**config.mk**
```make
export PLATFORM = sky130hd
export DESIGN_NAME = jtl_jitter_ctrl
export DESIGN_NICKNAME = d
export VERILOG_FILES = /design/src/jtl_pkg.sv /design/src/jtl_jitter_ctrl.sv
export SDC_FILE = /design/constraint.sdc
export NUM_CORES = 2
export LEC_CHECK = 0
export ABC_AREA = 1
export BUFFER_PORTS_ARGS = -buffer_cell sky130_fd_sc_hd__buf_2
export CAP_MARGIN = 15
export CELL_PAD_IN_SITES_DETAIL_PLACEMENT = 1
export CELL_PAD_IN_SITES_GLOBAL_PLACEMENT = 2
export CORE_MARGIN = 5
export CORE_UTILIZATION = 40
export CTS_CLUSTER_DIAMETER = 60
export DETAILED_ROUTE_END_ITERATION = 10
export PLACE_DENSITY_LB_ADDON = 0.3
export SLEW_MARGIN = 0
export SYNTH_ARGS = -nofsm -noshare
export SYNTH_HDL_FRONTEND = slang
export SYNTH_SLANG_ARGS = --single-unit
```
**constraint.sdc**
```tcl
create_clock -name core_clk_i -period 6.5 [get_ports core_clk_i]
set_input_delay 0.325 -clock core_clk_i [delete_from_list [all_inputs] [get_ports core_clk_i]]
set_output_delay 0.325 -clock core_clk_i [all_outputs]
set_load 0.005 [all_outputs]
```
**src/jtl_pkg.sv**
```systemverilog
// Package for the jitter attenuator control block: map, fields, resets, carriers.
package jtl_pkg;

   // ----------------------------------------------------------------
   // Register map (offset inside one framer window, 0x80 stride)
   // ----------------------------------------------------------------
   localparam logic [6:0] RX_STATUS_OFS  = 7'h10; // Receive interrupt status.
   localparam logic [6:0] RX_REF_DIV_OFS = 7'h11; // Receive reference divisor.
   localparam logic [6:0] RX_OUT_DIV_OFS = 7'h12; // Receive output divisor.
   localparam logic [6:0] RX_CONFIG_OFS  = 7'h13; // Receive configuration.
   localparam logic [6:0] TX_STATUS_OFS  = 7'h18; // Transmit interrupt status.
   localparam logic [6:0] TX_REF_DIV_OFS = 7'h19; // Transmit reference divisor.
   localparam logic [6:0] TX_OUT_DIV_OFS = 7'h1a; // Transmit output divisor.
   localparam logic [6:0] TX_CONFIG_OFS  = 7'h1b; // Transmit configuration.
   localparam int         FRAMER_STRIDE  = 32'h80; // Byte spacing of framers.
   localparam int         NUM_FRAMERS    = 8;      // Framer copies of the map.

   // ----------------------------------------------------------------
   // Field positions
   // ----------------------------------------------------------------
   localparam int CFG_LIMIT_BIT    = 0; // Limit jitter attenuation near slip.
   localparam int CFG_SYNC_BIT     = 1; // Phase-tracking enable.
   localparam int CFG_OVR_IRQ_BIT  = 2; // overrun_irq_enable.
   localparam int CFG_UND_IRQ_BIT  = 3; // underrun_irq_enable.
   localparam int CFG_SELF_CENTRE_ENABLE_BIT     = 4; // self_centre_enable.
   localparam int STS_UND_BIT      = 0; // underrun_flag.
   localparam int STS_OVR_BIT      = 1; // overrun_flag.

   // ----------------------------------------------------------------
   // Reset values and timing counts (in unit intervals)
   // ----------------------------------------------------------------
   localparam logic [7:0] REF_DIV_RST      = 8'h2f;
   localparam logic [7:0] OUT_DIV_RST      = 8'h2f;
   localparam logic [5:0] CONFIG_RST       = 6'h23;
   localparam logic [8:0] SELF_CENTRE_ENABLE_WINDOW_UI   = 9'h180; // 384 bit periods.
   localparam int         CENTRE_MARGIN_UI = 4;
   localparam int         LIMIT_MARGIN_UI  = 1;
   localparam int         FILL_W           = 8;

   // ----------------------------------------------------------------
   // Carriers
   // ----------------------------------------------------------------
   // Datapath view of one attenuator, all strobes one clock wide.
   typedef struct packed {
      logic              ui_tick;  // One bit period elapsed.
      logic              ref_tick; // Edge of the PLL reference clock.
      logic              out_tick; // Edge of the smooth output clock.
      logic              wr_try;   // FIFO write attempt.
      logic              rd_try;   // FIFO read attempt.
      logic [FILL_W-1:0] fill;     // FIFO fill level in UI.
   } jtl_jat_in_t;

   // Controls returned to the datapath for one attenuator.
   typedef struct packed {
      logic pll_rst;     // Pulse: restart the PLL.
      logic fifo_rst;    // Pulse: restart the FIFO pointers.
      logic pd_ref;      // Pulse: divided reference to phase discriminator.
      logic pd_out;      // Pulse: divided smooth clock to phase discriminator.
      logic sync_pulse;  // Pulse: align FIFO delay to the PLL lag.
      logic centre_act;  // Level: self-centring window open.
      logic steer_hold;  // Level: hold read pointer, too close to empty.
      logic steer_skip;  // Level: advance read pointer, too close to full.
      logic discard;     // Level: data dropped during an alarm.
      logic clk_faster;  // Level: raise smooth clock, near overflow.
      logic clk_slower;  // Level: lower smooth clock, near underflow.
   } jtl_jat_out_t;

   // Full state of one attenuator.
   typedef struct packed {
      logic [7:0]   ref_div;  // ref_divisor_minus_one.
      logic [7:0]   out_div;  // out_divisor_minus_one.
      logic [5:0]   cfg;      // Configuration bits 5..0.
      logic         ovr;      // overrun_flag.
      logic         und;      // underrun_flag.
      logic [7:0]   ref_cnt;  // Reference divider count.
      logic [7:0]   out_cnt;  // Output divider count.
      logic [8:0]   self_centre_enable_cnt; // UI left in the centring window.
      jtl_jat_out_t o;        // Registered controls.
   } jtl_jat_t;

   localparam jtl_jat_t JAT_RST = '{ref_div: REF_DIV_RST, out_div: OUT_DIV_RST,
                                    cfg: CONFIG_RST, default: '0};

endpackage : jtl_pkg

```
**src/jtl_jitter_ctrl.sv**
```systemverilog
// Register file and control logic of the receive and transmit jitter attenuators.
//
// Operation
// - Receive reference clock divided by value plus one.
// - Receive smooth clock divided by value plus one.
// - Reference divisor write resets PLL, FIFO if tracking.
// - Output divisor write resets PLL, FIFO if tracking.
// - Reference divisor resets to 0x2f.
// - Output divisor resets to 0x2f.
// - Centring keeps pointer four UI from limits.
// - Centring runs 384 UI after set or slip.
// - Alarm inside window extends it, drops data.
// - Centring off: no steering, data passes.
// - Enabled overrun or underrun drives interrupt.
// - Phase tracking sends sync pulses to FIFO.
// - Limit bit nudges smooth clock near slip.
// - Transmit overrun flag set, cleared by read.
// - Transmit underrun flag set, cleared by read.
// - Transmit has its own reference divisor.
// - Map repeats for eight framers, 0x80 apart.
// - Receive status register with clear-on-read flags.
// - Transmit has its own output divisor.
`timescale 1ns/100ps

module jtl_jitter_ctrl
   import jtl_pkg::*;
#(
   parameter int unsigned FIFO_DEPTH_UI = 64, // FIFO size in bit periods.
   parameter int unsigned NUM_ATT       = 2 * NUM_FRAMERS
)
(
   // Clock, reset and clock enable.
   input  wire logic                  core_clk_i,
   input  wire logic                  arst_n_i,
   input  wire logic                  ce_i,
   // Register port.
   input  wire logic [9:0]            addr_i,
   input  wire logic [7:0]            wdata_i,
   input  wire logic                  wr_i,
   input  wire logic                  rd_i,
   output logic      [7:0]            rdata_o,
   // Datapath, index is framer times two plus direction (0 rx, 1 tx).
   input  wire jtl_jat_in_t           jin_i  [NUM_ATT],
   output jtl_jat_out_t               jout_o [NUM_ATT],
   // Shared interrupt, active low.
   output logic                       irq_out_n_o
);

   // ----------------------------------------------------------------
   // State
   // ----------------------------------------------------------------

   // Whole block state in one record so reset and enable act alike.
   typedef struct packed {
      jtl_jat_t [NUM_ATT-1:0] at;    // One record per attenuator.
      logic     [7:0]         rdata; // Read answer, one cycle wide.
      logic                   irq_n; // Registered interrupt line.
   } jtl_state_t;

   jtl_state_t state_ff;  // Registered state.
   jtl_state_t nxt_state; // Next state.

   // Fill thresholds, sized to the fill field.
   localparam logic [FILL_W-1:0] FULL_LVL   = FILL_W'(FIFO_DEPTH_UI);
   localparam logic [FILL_W-1:0] NEAR_FULL  = FILL_W'(FIFO_DEPTH_UI - LIMIT_MARGIN_UI);
   localparam logic [FILL_W-1:0] NEAR_EMPTY = FILL_W'(LIMIT_MARGIN_UI);
   localparam logic [FILL_W-1:0] CTR_HIGH   = FILL_W'(FIFO_DEPTH_UI - CENTRE_MARGIN_UI);
   localparam logic [FILL_W-1:0] CTR_LOW    = FILL_W'(CENTRE_MARGIN_UI);

   // ----------------------------------------------------------------
   // Address decode
   // ----------------------------------------------------------------

   // The framer number sits above the 0x80 stride; the attenuator
   // registers occupy 0x10..0x13 and 0x18..0x1b of each window.
   logic       in_map;   // Address hits an attenuator register.
   logic [3:0] acc_idx;  // Attenuator addressed.
   logic [1:0] acc_sub;  // Register within that attenuator.

   always_comb
   begin
      in_map  = (addr_i[6:4] == RX_STATUS_OFS[6:4]) && !addr_i[2];
      acc_idx = {addr_i[9:7], addr_i[3]};
      acc_sub = addr_i[1:0];
   end

   // ----------------------------------------------------------------
   // Next-state logic
   // ----------------------------------------------------------------

   // A plain loop rather than a generate keeps the state in a single
   // record, at the price of one wide combinational process.
   always_comb
   begin
      logic        sel;
      logic        wr_k;
      logic        rd_k;
      logic        full;
      logic        empty;
      logic        ovr_ev;
      logic        und_ev;
      logic        alarm;
      logic        restart;
      logic        self_centre_enable_set;
      logic        act;
      logic        irq_any;
      jtl_jat_in_t fi;
      jtl_jat_t    cur;
      sel      = 1'b0;
      wr_k     = 1'b0;
      rd_k     = 1'b0;
      full     = 1'b0;
      empty    = 1'b0;
      ovr_ev   = 1'b0;
      und_ev   = 1'b0;
      alarm    = 1'b0;
      restart  = 1'b0;
      self_centre_enable_set = 1'b0;
      act      = 1'b0;
      irq_any  = 1'b0;
      fi       = '0;
      cur      = '0;
      nxt_state       = state_ff;
      // Read data stand only in the cycle after the strobe.
      nxt_state.rdata = 8'h00;

      for (int k = 0; k < NUM_ATT; k++)
      begin
         cur  = state_ff.at[k];
         fi   = jin_i[k];
         sel  = in_map && (acc_idx == 4'(k));
         wr_k = wr_i && sel;
         rd_k = rd_i && sel;

         // FIFO conditions seen by this attenuator.
         full   = (fi.fill >= FULL_LVL);
         empty  = (fi.fill == '0);
         alarm  = full || empty;
         ovr_ev = fi.wr_try && full;
         und_ev = fi.rd_try && empty;

         // Pulses last one cycle unless raised again below.
         nxt_state.at[k].o.pll_rst    = 1'b0;
         nxt_state.at[k].o.fifo_rst   = 1'b0;
         nxt_state.at[k].o.pd_ref     = 1'b0;
         nxt_state.at[k].o.pd_out     = 1'b0;
         nxt_state.at[k].o.sync_pulse = 1'b0;
         restart  = 1'b0;
         self_centre_enable_set = 1'b0;

         // Register writes.
         if (wr_k)
         begin
            case (acc_sub)
               RX_REF_DIV_OFS[1:0]:
               begin
                  // Divisor change invalidates the PLL phase.
                  nxt_state.at[k].ref_div    = wdata_i;
                  restart                    = 1'b1;
                  nxt_state.at[k].o.fifo_rst = cur.cfg[CFG_SYNC_BIT];
               end
               RX_OUT_DIV_OFS[1:0]:
               begin
                  nxt_state.at[k].out_div    = wdata_i;
                  restart                    = 1'b1;
                  nxt_state.at[k].o.fifo_rst = cur.cfg[CFG_SYNC_BIT];
               end
               RX_CONFIG_OFS[1:0]:
               begin
                  // Bit 5 is stored as written and has no effect here.
                  nxt_state.at[k].cfg = wdata_i[5:0];
                  self_centre_enable_set            = wdata_i[CFG_SELF_CENTRE_ENABLE_BIT];
               end
               default:
               begin
                  // The status register ignores writes.
                  restart = 1'b0;
               end
            endcase
         end
         nxt_state.at[k].o.pll_rst = restart;

         // Register reads; status flags are returned before clearing.
         if (rd_k)
         begin
            case (acc_sub)
               RX_STATUS_OFS[1:0]:
               begin
                  nxt_state.rdata[STS_OVR_BIT] = cur.ovr;
                  nxt_state.rdata[STS_UND_BIT] = cur.und;
               end
               RX_REF_DIV_OFS[1:0]:
               begin
                  nxt_state.rdata = cur.ref_div;
               end
               RX_OUT_DIV_OFS[1:0]:
               begin
                  nxt_state.rdata = cur.out_div;
               end
               default:
               begin
                  nxt_state.rdata = {2'b00, cur.cfg};
               end
            endcase
         end

         // Sticky flags: a new event in the read cycle survives the clear.
         if (rd_k && acc_sub == RX_STATUS_OFS[1:0])
         begin
            nxt_state.at[k].ovr = ovr_ev;
            nxt_state.at[k].und = und_ev;
         end
         else
         begin
            nxt_state.at[k].ovr = cur.ovr || ovr_ev;
            nxt_state.at[k].und = cur.und || und_ev;
         end

         // Reference divider: one discriminator pulse per value plus one.
         if (restart)
         begin
            nxt_state.at[k].ref_cnt = 8'h00;
         end
         else if (fi.ref_tick)
         begin
            if (cur.ref_cnt >= cur.ref_div)
            begin
               nxt_state.at[k].ref_cnt  = 8'h00;
               nxt_state.at[k].o.pd_ref = 1'b1;
            end
            else
            begin
               nxt_state.at[k].ref_cnt = cur.ref_cnt + 8'h01;
            end
         end

         // Output divider on the smooth clock, built the same way.
         if (restart)
         begin
            nxt_state.at[k].out_cnt = 8'h00;
         end
         else if (fi.out_tick)
         begin
            if (cur.out_cnt >= cur.out_div)
            begin
               nxt_state.at[k].out_cnt  = 8'h00;
               nxt_state.at[k].o.pd_out = 1'b1;
               // Phase tracking aligns the FIFO once per compare.
               nxt_state.at[k].o.sync_pulse = cur.cfg[CFG_SYNC_BIT];
            end
            else
            begin
               nxt_state.at[k].out_cnt = cur.out_cnt + 8'h01;
            end
         end

         // Centring window: loaded on set or slip, frozen by alarms.
         if (!nxt_state.at[k].cfg[CFG_SELF_CENTRE_ENABLE_BIT])
         begin
            nxt_state.at[k].self_centre_enable_cnt = 9'h000;
         end
         else if (self_centre_enable_set || ovr_ev || und_ev)
         begin
            nxt_state.at[k].self_centre_enable_cnt = SELF_CENTRE_ENABLE_WINDOW_UI;
         end
         else if (fi.ui_tick && !alarm && cur.self_centre_enable_cnt != 9'h000)
         begin
            // An alarm holds the count, lengthening the window.
            nxt_state.at[k].self_centre_enable_cnt = cur.self_centre_enable_cnt - 9'h001;
         end

         // Steering and discard only while the window is open.
         act = nxt_state.at[k].cfg[CFG_SELF_CENTRE_ENABLE_BIT] && (nxt_state.at[k].self_centre_enable_cnt != 9'h000);
         nxt_state.at[k].o.centre_act = act;
         nxt_state.at[k].o.steer_hold = act && (fi.fill < CTR_LOW);
         nxt_state.at[k].o.steer_skip = act && (fi.fill > CTR_HIGH);
         nxt_state.at[k].o.discard    = act && alarm;

         // Limit mode bends the smooth clock one UI from a slip.
         nxt_state.at[k].o.clk_faster = nxt_state.at[k].cfg[CFG_LIMIT_BIT] &&
                                        (fi.fill >= NEAR_FULL);
         nxt_state.at[k].o.clk_slower = nxt_state.at[k].cfg[CFG_LIMIT_BIT] &&
                                        (fi.fill <= NEAR_EMPTY);

         // Only enabled flags may pull the interrupt line.
         irq_any = irq_any ||
                   (nxt_state.at[k].ovr && nxt_state.at[k].cfg[CFG_OVR_IRQ_BIT]) ||
                   (nxt_state.at[k].und && nxt_state.at[k].cfg[CFG_UND_IRQ_BIT]);
      end

      nxt_state.irq_n = !irq_any;
   end

   // ----------------------------------------------------------------
   // State register
   // ----------------------------------------------------------------

   // The clock enable freezes every flop, pulses included.
   always_ff @(posedge core_clk_i or negedge arst_n_i)
   begin
      if (!arst_n_i)
      begin
         for (int k = 0; k < NUM_ATT; k++)
         begin
            state_ff.at[k] <= JAT_RST;
         end
         state_ff.rdata <= 8'h00;
         state_ff.irq_n <= 1'b1;
      end
      else if (ce_i)
      begin
         state_ff <= nxt_state;
      end
   end

   // ----------------------------------------------------------------
   // Outputs, all straight from the state register
   // ----------------------------------------------------------------

   always_comb
   begin
      rdata_o     = state_ff.rdata;
      irq_out_n_o = state_ff.irq_n;
      for (int k = 0; k < NUM_ATT; k++)
      begin
         jout_o[k] = state_ff.at[k].o;
      end
   end

endmodule : jtl_jitter_ctrl

```
# Yosys cells after proc, flatten, opt, wreduce, memory -nomap -nowiden
# Cells that the tools add are included.
# word_totals
input_bits,231
output_inout_bits,185
ff_bits,969
# op_classes
eq_ne,19
n_addsub,48
n_reduce_logical,549
mux,402
order_cmp,112
# ops
cell,count
$mux W8,112
$mux W9,48
$pmux W6 S3,16
$reduce_bool A9 Y1,32
$logic_and A1 B1 Y1,257
$add A8 B1 Y8 const B,32
$ge A8 B8 Y1,32
$mux W5,32
$reduce_and A3 Y1,48
$sub A9 B1 Y9 const B,16
$ge A8 B6 Y1 const B,16
$ge A8 B7 Y1 const B,16
$gt A8 B6 Y1 const B,16
$le A8 B1 Y1 const B,16
$logic_not A8 Y1,16
$lt A8 B3 Y1 const B,16
$mux W2,64
$mux W1,114
$logic_or A1 B1 Y1,111
$pmux W2 S3,16
$reduce_and A2 Y1,32
$reduce_bool A2 Y1,32
$eq A4 B4 Y1 const B,8
$logic_not A1 Y1,18
other kinds (9),14

# Depth between registers and ports, before layout
# logic_depth
ltp_word,39
depth_mapped,61

# Worst setup path after synthesis
# No wires, ideal clock.
# synth_path
path_type,in2reg
start,input addr_i[0]
end,"register state_ff, in the netlist rdata_o[1]"
path_slack_ps,2680
t_arrival_ps,3687
cell_stages,21
setup_ps,133
n_path_buf,5
required_time_ps,6367
cell_sequence,inv_1 ha_1 buf_2 inv_2 clkbuf_1 clkbuf_1 buf_1 buf_1 o21ai_0 a221oi_1 a211oi_1 a211oi_1 o221ai_1 a21oi_1 o31ai_1 a221oi_1 o21ai_0 a2111oi_0 o21ai_0 nor3_1 o21ai_0
# synth_between
elab_chain_len,18
word_cells_on_any_way,35
cone_classes,eq/ne: 2; mux: 32; reduce/logical: 1
# synth_rtl
element,line_no,source
from (decl),jtl_jitter_ctrl.sv:37,"input wire logic [9:0] addr_i,"
$eq A2 B2 Y1 (tied with other cells),jtl_jitter_ctrl.sv:186,case (acc_sub)
$pmux W2 S3,jtl_jitter_ctrl.sv:186,
$mux W8 (15 in series),jtl_jitter_ctrl.sv:184,if (rd_k)
$mux W8 *,jtl_jitter_ctrl.sv:184,
to (signal assigned),jtl_jitter_ctrl.sv:312,state_ff <= nxt_state;
to (decl),jtl_jitter_ctrl.sv:60,jtl_state_t state_ff;
# Every way passes the cells marked *; elsewhere a longest branch is shown, timed or not.
# A chain may end at the register's enable or synchronous reset.

# Worst setup path in the final report
# layout_path
start,input jin_i[202] (netlist name)
end,"register state_ff, in the netlist irq_out_n_o"
# layout_between
elab_chain_len,37
word_cells_on_any_way,41
cone_classes,order compare: 1; mux: 1; reduce/logical: 39
# layout_rtl
element,line_no,source
from (decl),jtl_jitter_ctrl.sv:43,"input wire jtl_jat_in_t jin_i [NUM_ATT],"
$ge A8 B7 Y1 / $logic_not A8 Y1 (equally long branches),"jtl_jitter_ctrl.sv:136, jtl_jitter_ctrl.sv:137",
"$logic_and A1 B1 Y1, on equally long branches","jtl_jitter_ctrl.sv:139, jtl_jitter_ctrl.sv:140",
"$logic_or A1 B1 Y1, on equally long branches","jtl_jitter_ctrl.sv:215, jtl_jitter_ctrl.sv:216",
$mux W2 *,jtl_jitter_ctrl.sv:208,if (rd_k && acc_sub == RX_STATUS_OFS[1:0])
"$logic_and A1 B1 Y1, on equally long branches","jtl_jitter_ctrl.sv:287, jtl_jitter_ctrl.sv:288",
$logic_or A1 B1 Y1 *,jtl_jitter_ctrl.sv:287,(nxt_state.at[k].ovr && nxt_state.at[k].cfg[CFG_OVR_IRQ_BIT]) ||
$logic_or A1 B1 Y1 *,jtl_jitter_ctrl.sv:286,irq_any = irq_any ||
$logic_or A1 B1 Y1 *,jtl_jitter_ctrl.sv:287,
[21 not listed],--,
$logic_or A1 B1 Y1 *,jtl_jitter_ctrl.sv:287,
$logic_or A1 B1 Y1 *,jtl_jitter_ctrl.sv:286,
$logic_or A1 B1 Y1 *,jtl_jitter_ctrl.sv:287,
$logic_or A1 B1 Y1 *,jtl_jitter_ctrl.sv:286,
$logic_or A1 B1 Y1 *,jtl_jitter_ctrl.sv:287,
$logic_or A1 B1 Y1 *,jtl_jitter_ctrl.sv:286,
$logic_or A1 B1 Y1 *,jtl_jitter_ctrl.sv:287,
$logic_not A1 Y1 *,jtl_jitter_ctrl.sv:291,nxt_state.irq_n = !irq_any;
# Marks and branches as above.

==> metrics <==
outcome complete, no violations; DP Wirelength 154000 um; Power Total 15.1 mW; largest net degree at the start of global routing 200; Final period util 82.9%; crit path DAT 6090 ps; asr flop ratio synth 100%; Iter 0 DRT Violations 3706; Clock transition at path regs 60 ps; worst hold path type primary input to flip-flop; WS Path Type primary input to flip-flop; H-tree Lvls 4; number of global-route vias before repair 52800; Tot GR Track Use 27.5%; slack of the worst reg-to-reg path 2040 ps; Sw Share 27.3%; ys flop type dfrtp_1; clock buffer depth 3; peak supply drop 171 uV; dpl cells 9062; CP max-delay cell dlygate4sd3_1; I/O Buffers 415; Worst setup SP type primary input; Num Clock Sinks 969; Die Area 0.149 mm2; # IOs 416; PwrDens 232 mW/mm2; CTS tree built; post-CTS sizing 0; Mapped Nets 7648; RSZ-0062 raised after global routing false; vias 51400; Synth Warn # 0; Vert. Die Dim 386 um; Yosys reg bits 969; Starting Density 40.1%; share of cells above drive strength 1 12.5%; Sum Neg Setup Slack 0 ps; DRT Pass-1 Iters 5; Die X-Extent 386 um; Avg WL per Cell 22.1 um; worst-skew pair later-pin latency 780 ps; antenna-violating nets left 0; setup skew after layout 35.6 ps; WHS Path Cells 3; DRC Markers 0; Flop pwr share 42.4%; commonest non-fill, non-tap cell in the layout nand2_1; Worst R2R Start state_ff[67]; core region area 0.141 mm2; Layout Nets 7993; Netlist Area Pre-Place 0.0567 mm2; critical-path maximum fanout 2; slew margin rel. 16.9%; Hold Path End jout_o[122]; Post-DP Area 0.0593 mm2; Worst-Margin Slew 1230 ps; Fin. Hold Viols 0; number of enable flip-flop cells after synthesis 0; fillers 17200; clock share of power 47.5%; Critical Path Most Common Cell nand3_1; sequential fraction of the synthesis area 43.3%; final-report setup violation count 0; Pint 11.0 mW; Max Cap Viol 0; min Tclk post-route 5390 ps; WHS 14.0 ps; synthesis-to-finish area growth 14.8%; Max Transition Viols Final 0; global-route wire length before repair 318000 um; reg2reg path depth 58; final wirelength 209000 um; TritonCTS Buffers 131; Avg Inst Size Synth 7.97 um2; Post-Layout Cell Count 9459; Placement Rows 138; commonest non-fill, non-tap cells in the layout nand2_1, inv_1, o21ai_0; total gr overflow 0; Root Driver clkbuf_16; synth unique cells 64; Worst Min Path Start jin_i[143]; CP max stage delay 570 ps; Comb power frac 10.1%; Leak 29.2 nW; vias per inst 5.43; reg-to-reg endpoint rdata_o[6]; NetSw 4.11 mW; Post-Syn Instances 7109; Worst Setup End Kind flip-flop; Final GP Congestion 0.886; Worst Path Required 7200 ps; Fmax 186 MHz; initial antenna violation count 25; design area 0.0650 mm2
[stage by stage]
stage / worst slack (ps) / utilization [%]
after floorplan: 2680 / -
after global placement: 1230 / 42.0
after detailed placement: 1180 / 42.0
after CTS: 1290 / 46.0
after global routing: 804 / 46.0
final: 1110 / 46.0
[how the worst max path moves through the flow]
stage | endpoint | cells past startpoint | start
after floorplan | rdata_o[1] | 21 | addr_i[0]
after global placement | rdata_o[6] | 60 | addr_i[2]
after detailed placement | irq_out_n_o | 28 | addr_i[2]
after CTS | irq_out_n_o | 32 | jin_i[202]
after global routing | irq_out_n_o | 32 | jin_i[202]
final | irq_out_n_o | 32 | jin_i[202]
[critical path: cells and delay by family]
| kind | cells | cell delay, ps |
|---|---|---|
| buffers and inverters | 5 | 1820 |
| AO/OA/AOI/OAI | 11 | 2260 |
| AND/OR/NAND/NOR | 16 | 1680 |
[synth_stat cells, types with 35 or more instances]
cell / count / area, um2
nand3_1: 209 / 1050
dfrtp_1: 760 / 19000
buf_4: 187 / 1400
nand2_1: 1528 / 5740
nor4_1: 45 / 282
dfstp_2: 209 / 5490
o21a_1: 71 / 533
a21oi_1: 218 / 1090
inv_1: 963 / 3610
xnor2_1: 47 / 412
a221oi_1: 35 / 307
o21ai_0: 914 / 4570
clkbuf_1: 165 / 619
nor3_1: 160 / 801
o22ai_1: 284 / 1780
ha_1: 308 / 3850
xor2_1: 209 / 1830
nand4_1: 59 / 369
nor2_1: 406 / 1520
[cell type report]
class / instances / area (um2) / area share, %
flip-flops and latches: 969 / 24500 / 37.7
inverters: 981 / 3690 / 5.68
clock inverters: 39 / 389 / 0.598
well taps: 1890 / 2360 / 3.64
clock buffers: 195 / 3800 / 5.85
repair buffers: 619 / 4100 / 6.30
multi-input cells: 4752 / 26100 / 40.2
diodes: 14 / 35.0 / 0.0539
[metal layers]
metal | part of all wire, % | vias up | global-route usage, % | routed length [um]
met1 | 46 | 25700 | 38.7 | 96400
li1 | - | 24200 | - | -
met3 | 6.1 | 295 | 4.70 | 12700
met2 | 45 | 1245 | 43.9 | 94600
met4 | 2.5 | 6 | 7.43 | 5330
met5 | 0.022 | - | 0 | 47
[power groups by stage]
stage                     clock network, mW  registers [mW]  logic [mW]
after detailed placement                  0            6.49        1.46
after global routing                   7.55            6.41        1.69
after CTS                              7.30            6.39        1.53
after global placement                    0            6.49        1.42
after floorplan                           0            6.44       0.848
final                                  7.16            6.40        1.52
[cells by family (layout without fill, tap and decap cells)]
group           after synthesis  in the layout  synth area share [%]
fa+ha+maj                   308            308                  6.80
mux                           1              1                0.0177
buf+inv                    1388           1834                  10.7
xor+xnor                    256            256                  3.96
flops                       969            969                  43.3
compound gates             1709           1709                  17.2
simple gates               2478           2478                  18.1
other cells                   0             14                     0
[sequential cells by signal, indices dropped and copies added, names as in the netlist]
| name | cells |
|---|---|
| irq_out_n_o | 1 |
| jout_o | 176 |
| rdata_o | 8 |
| state_ff | 784 |
[repair_timing]
| item | CTS | global route |
|---|---|---|
| endpoints found under the hold margin | 156 | 0 |
| hold buffers | 149 | 0 |
| buffers inserted | 0 | 0 |
(Power assumes the default switching activity.)
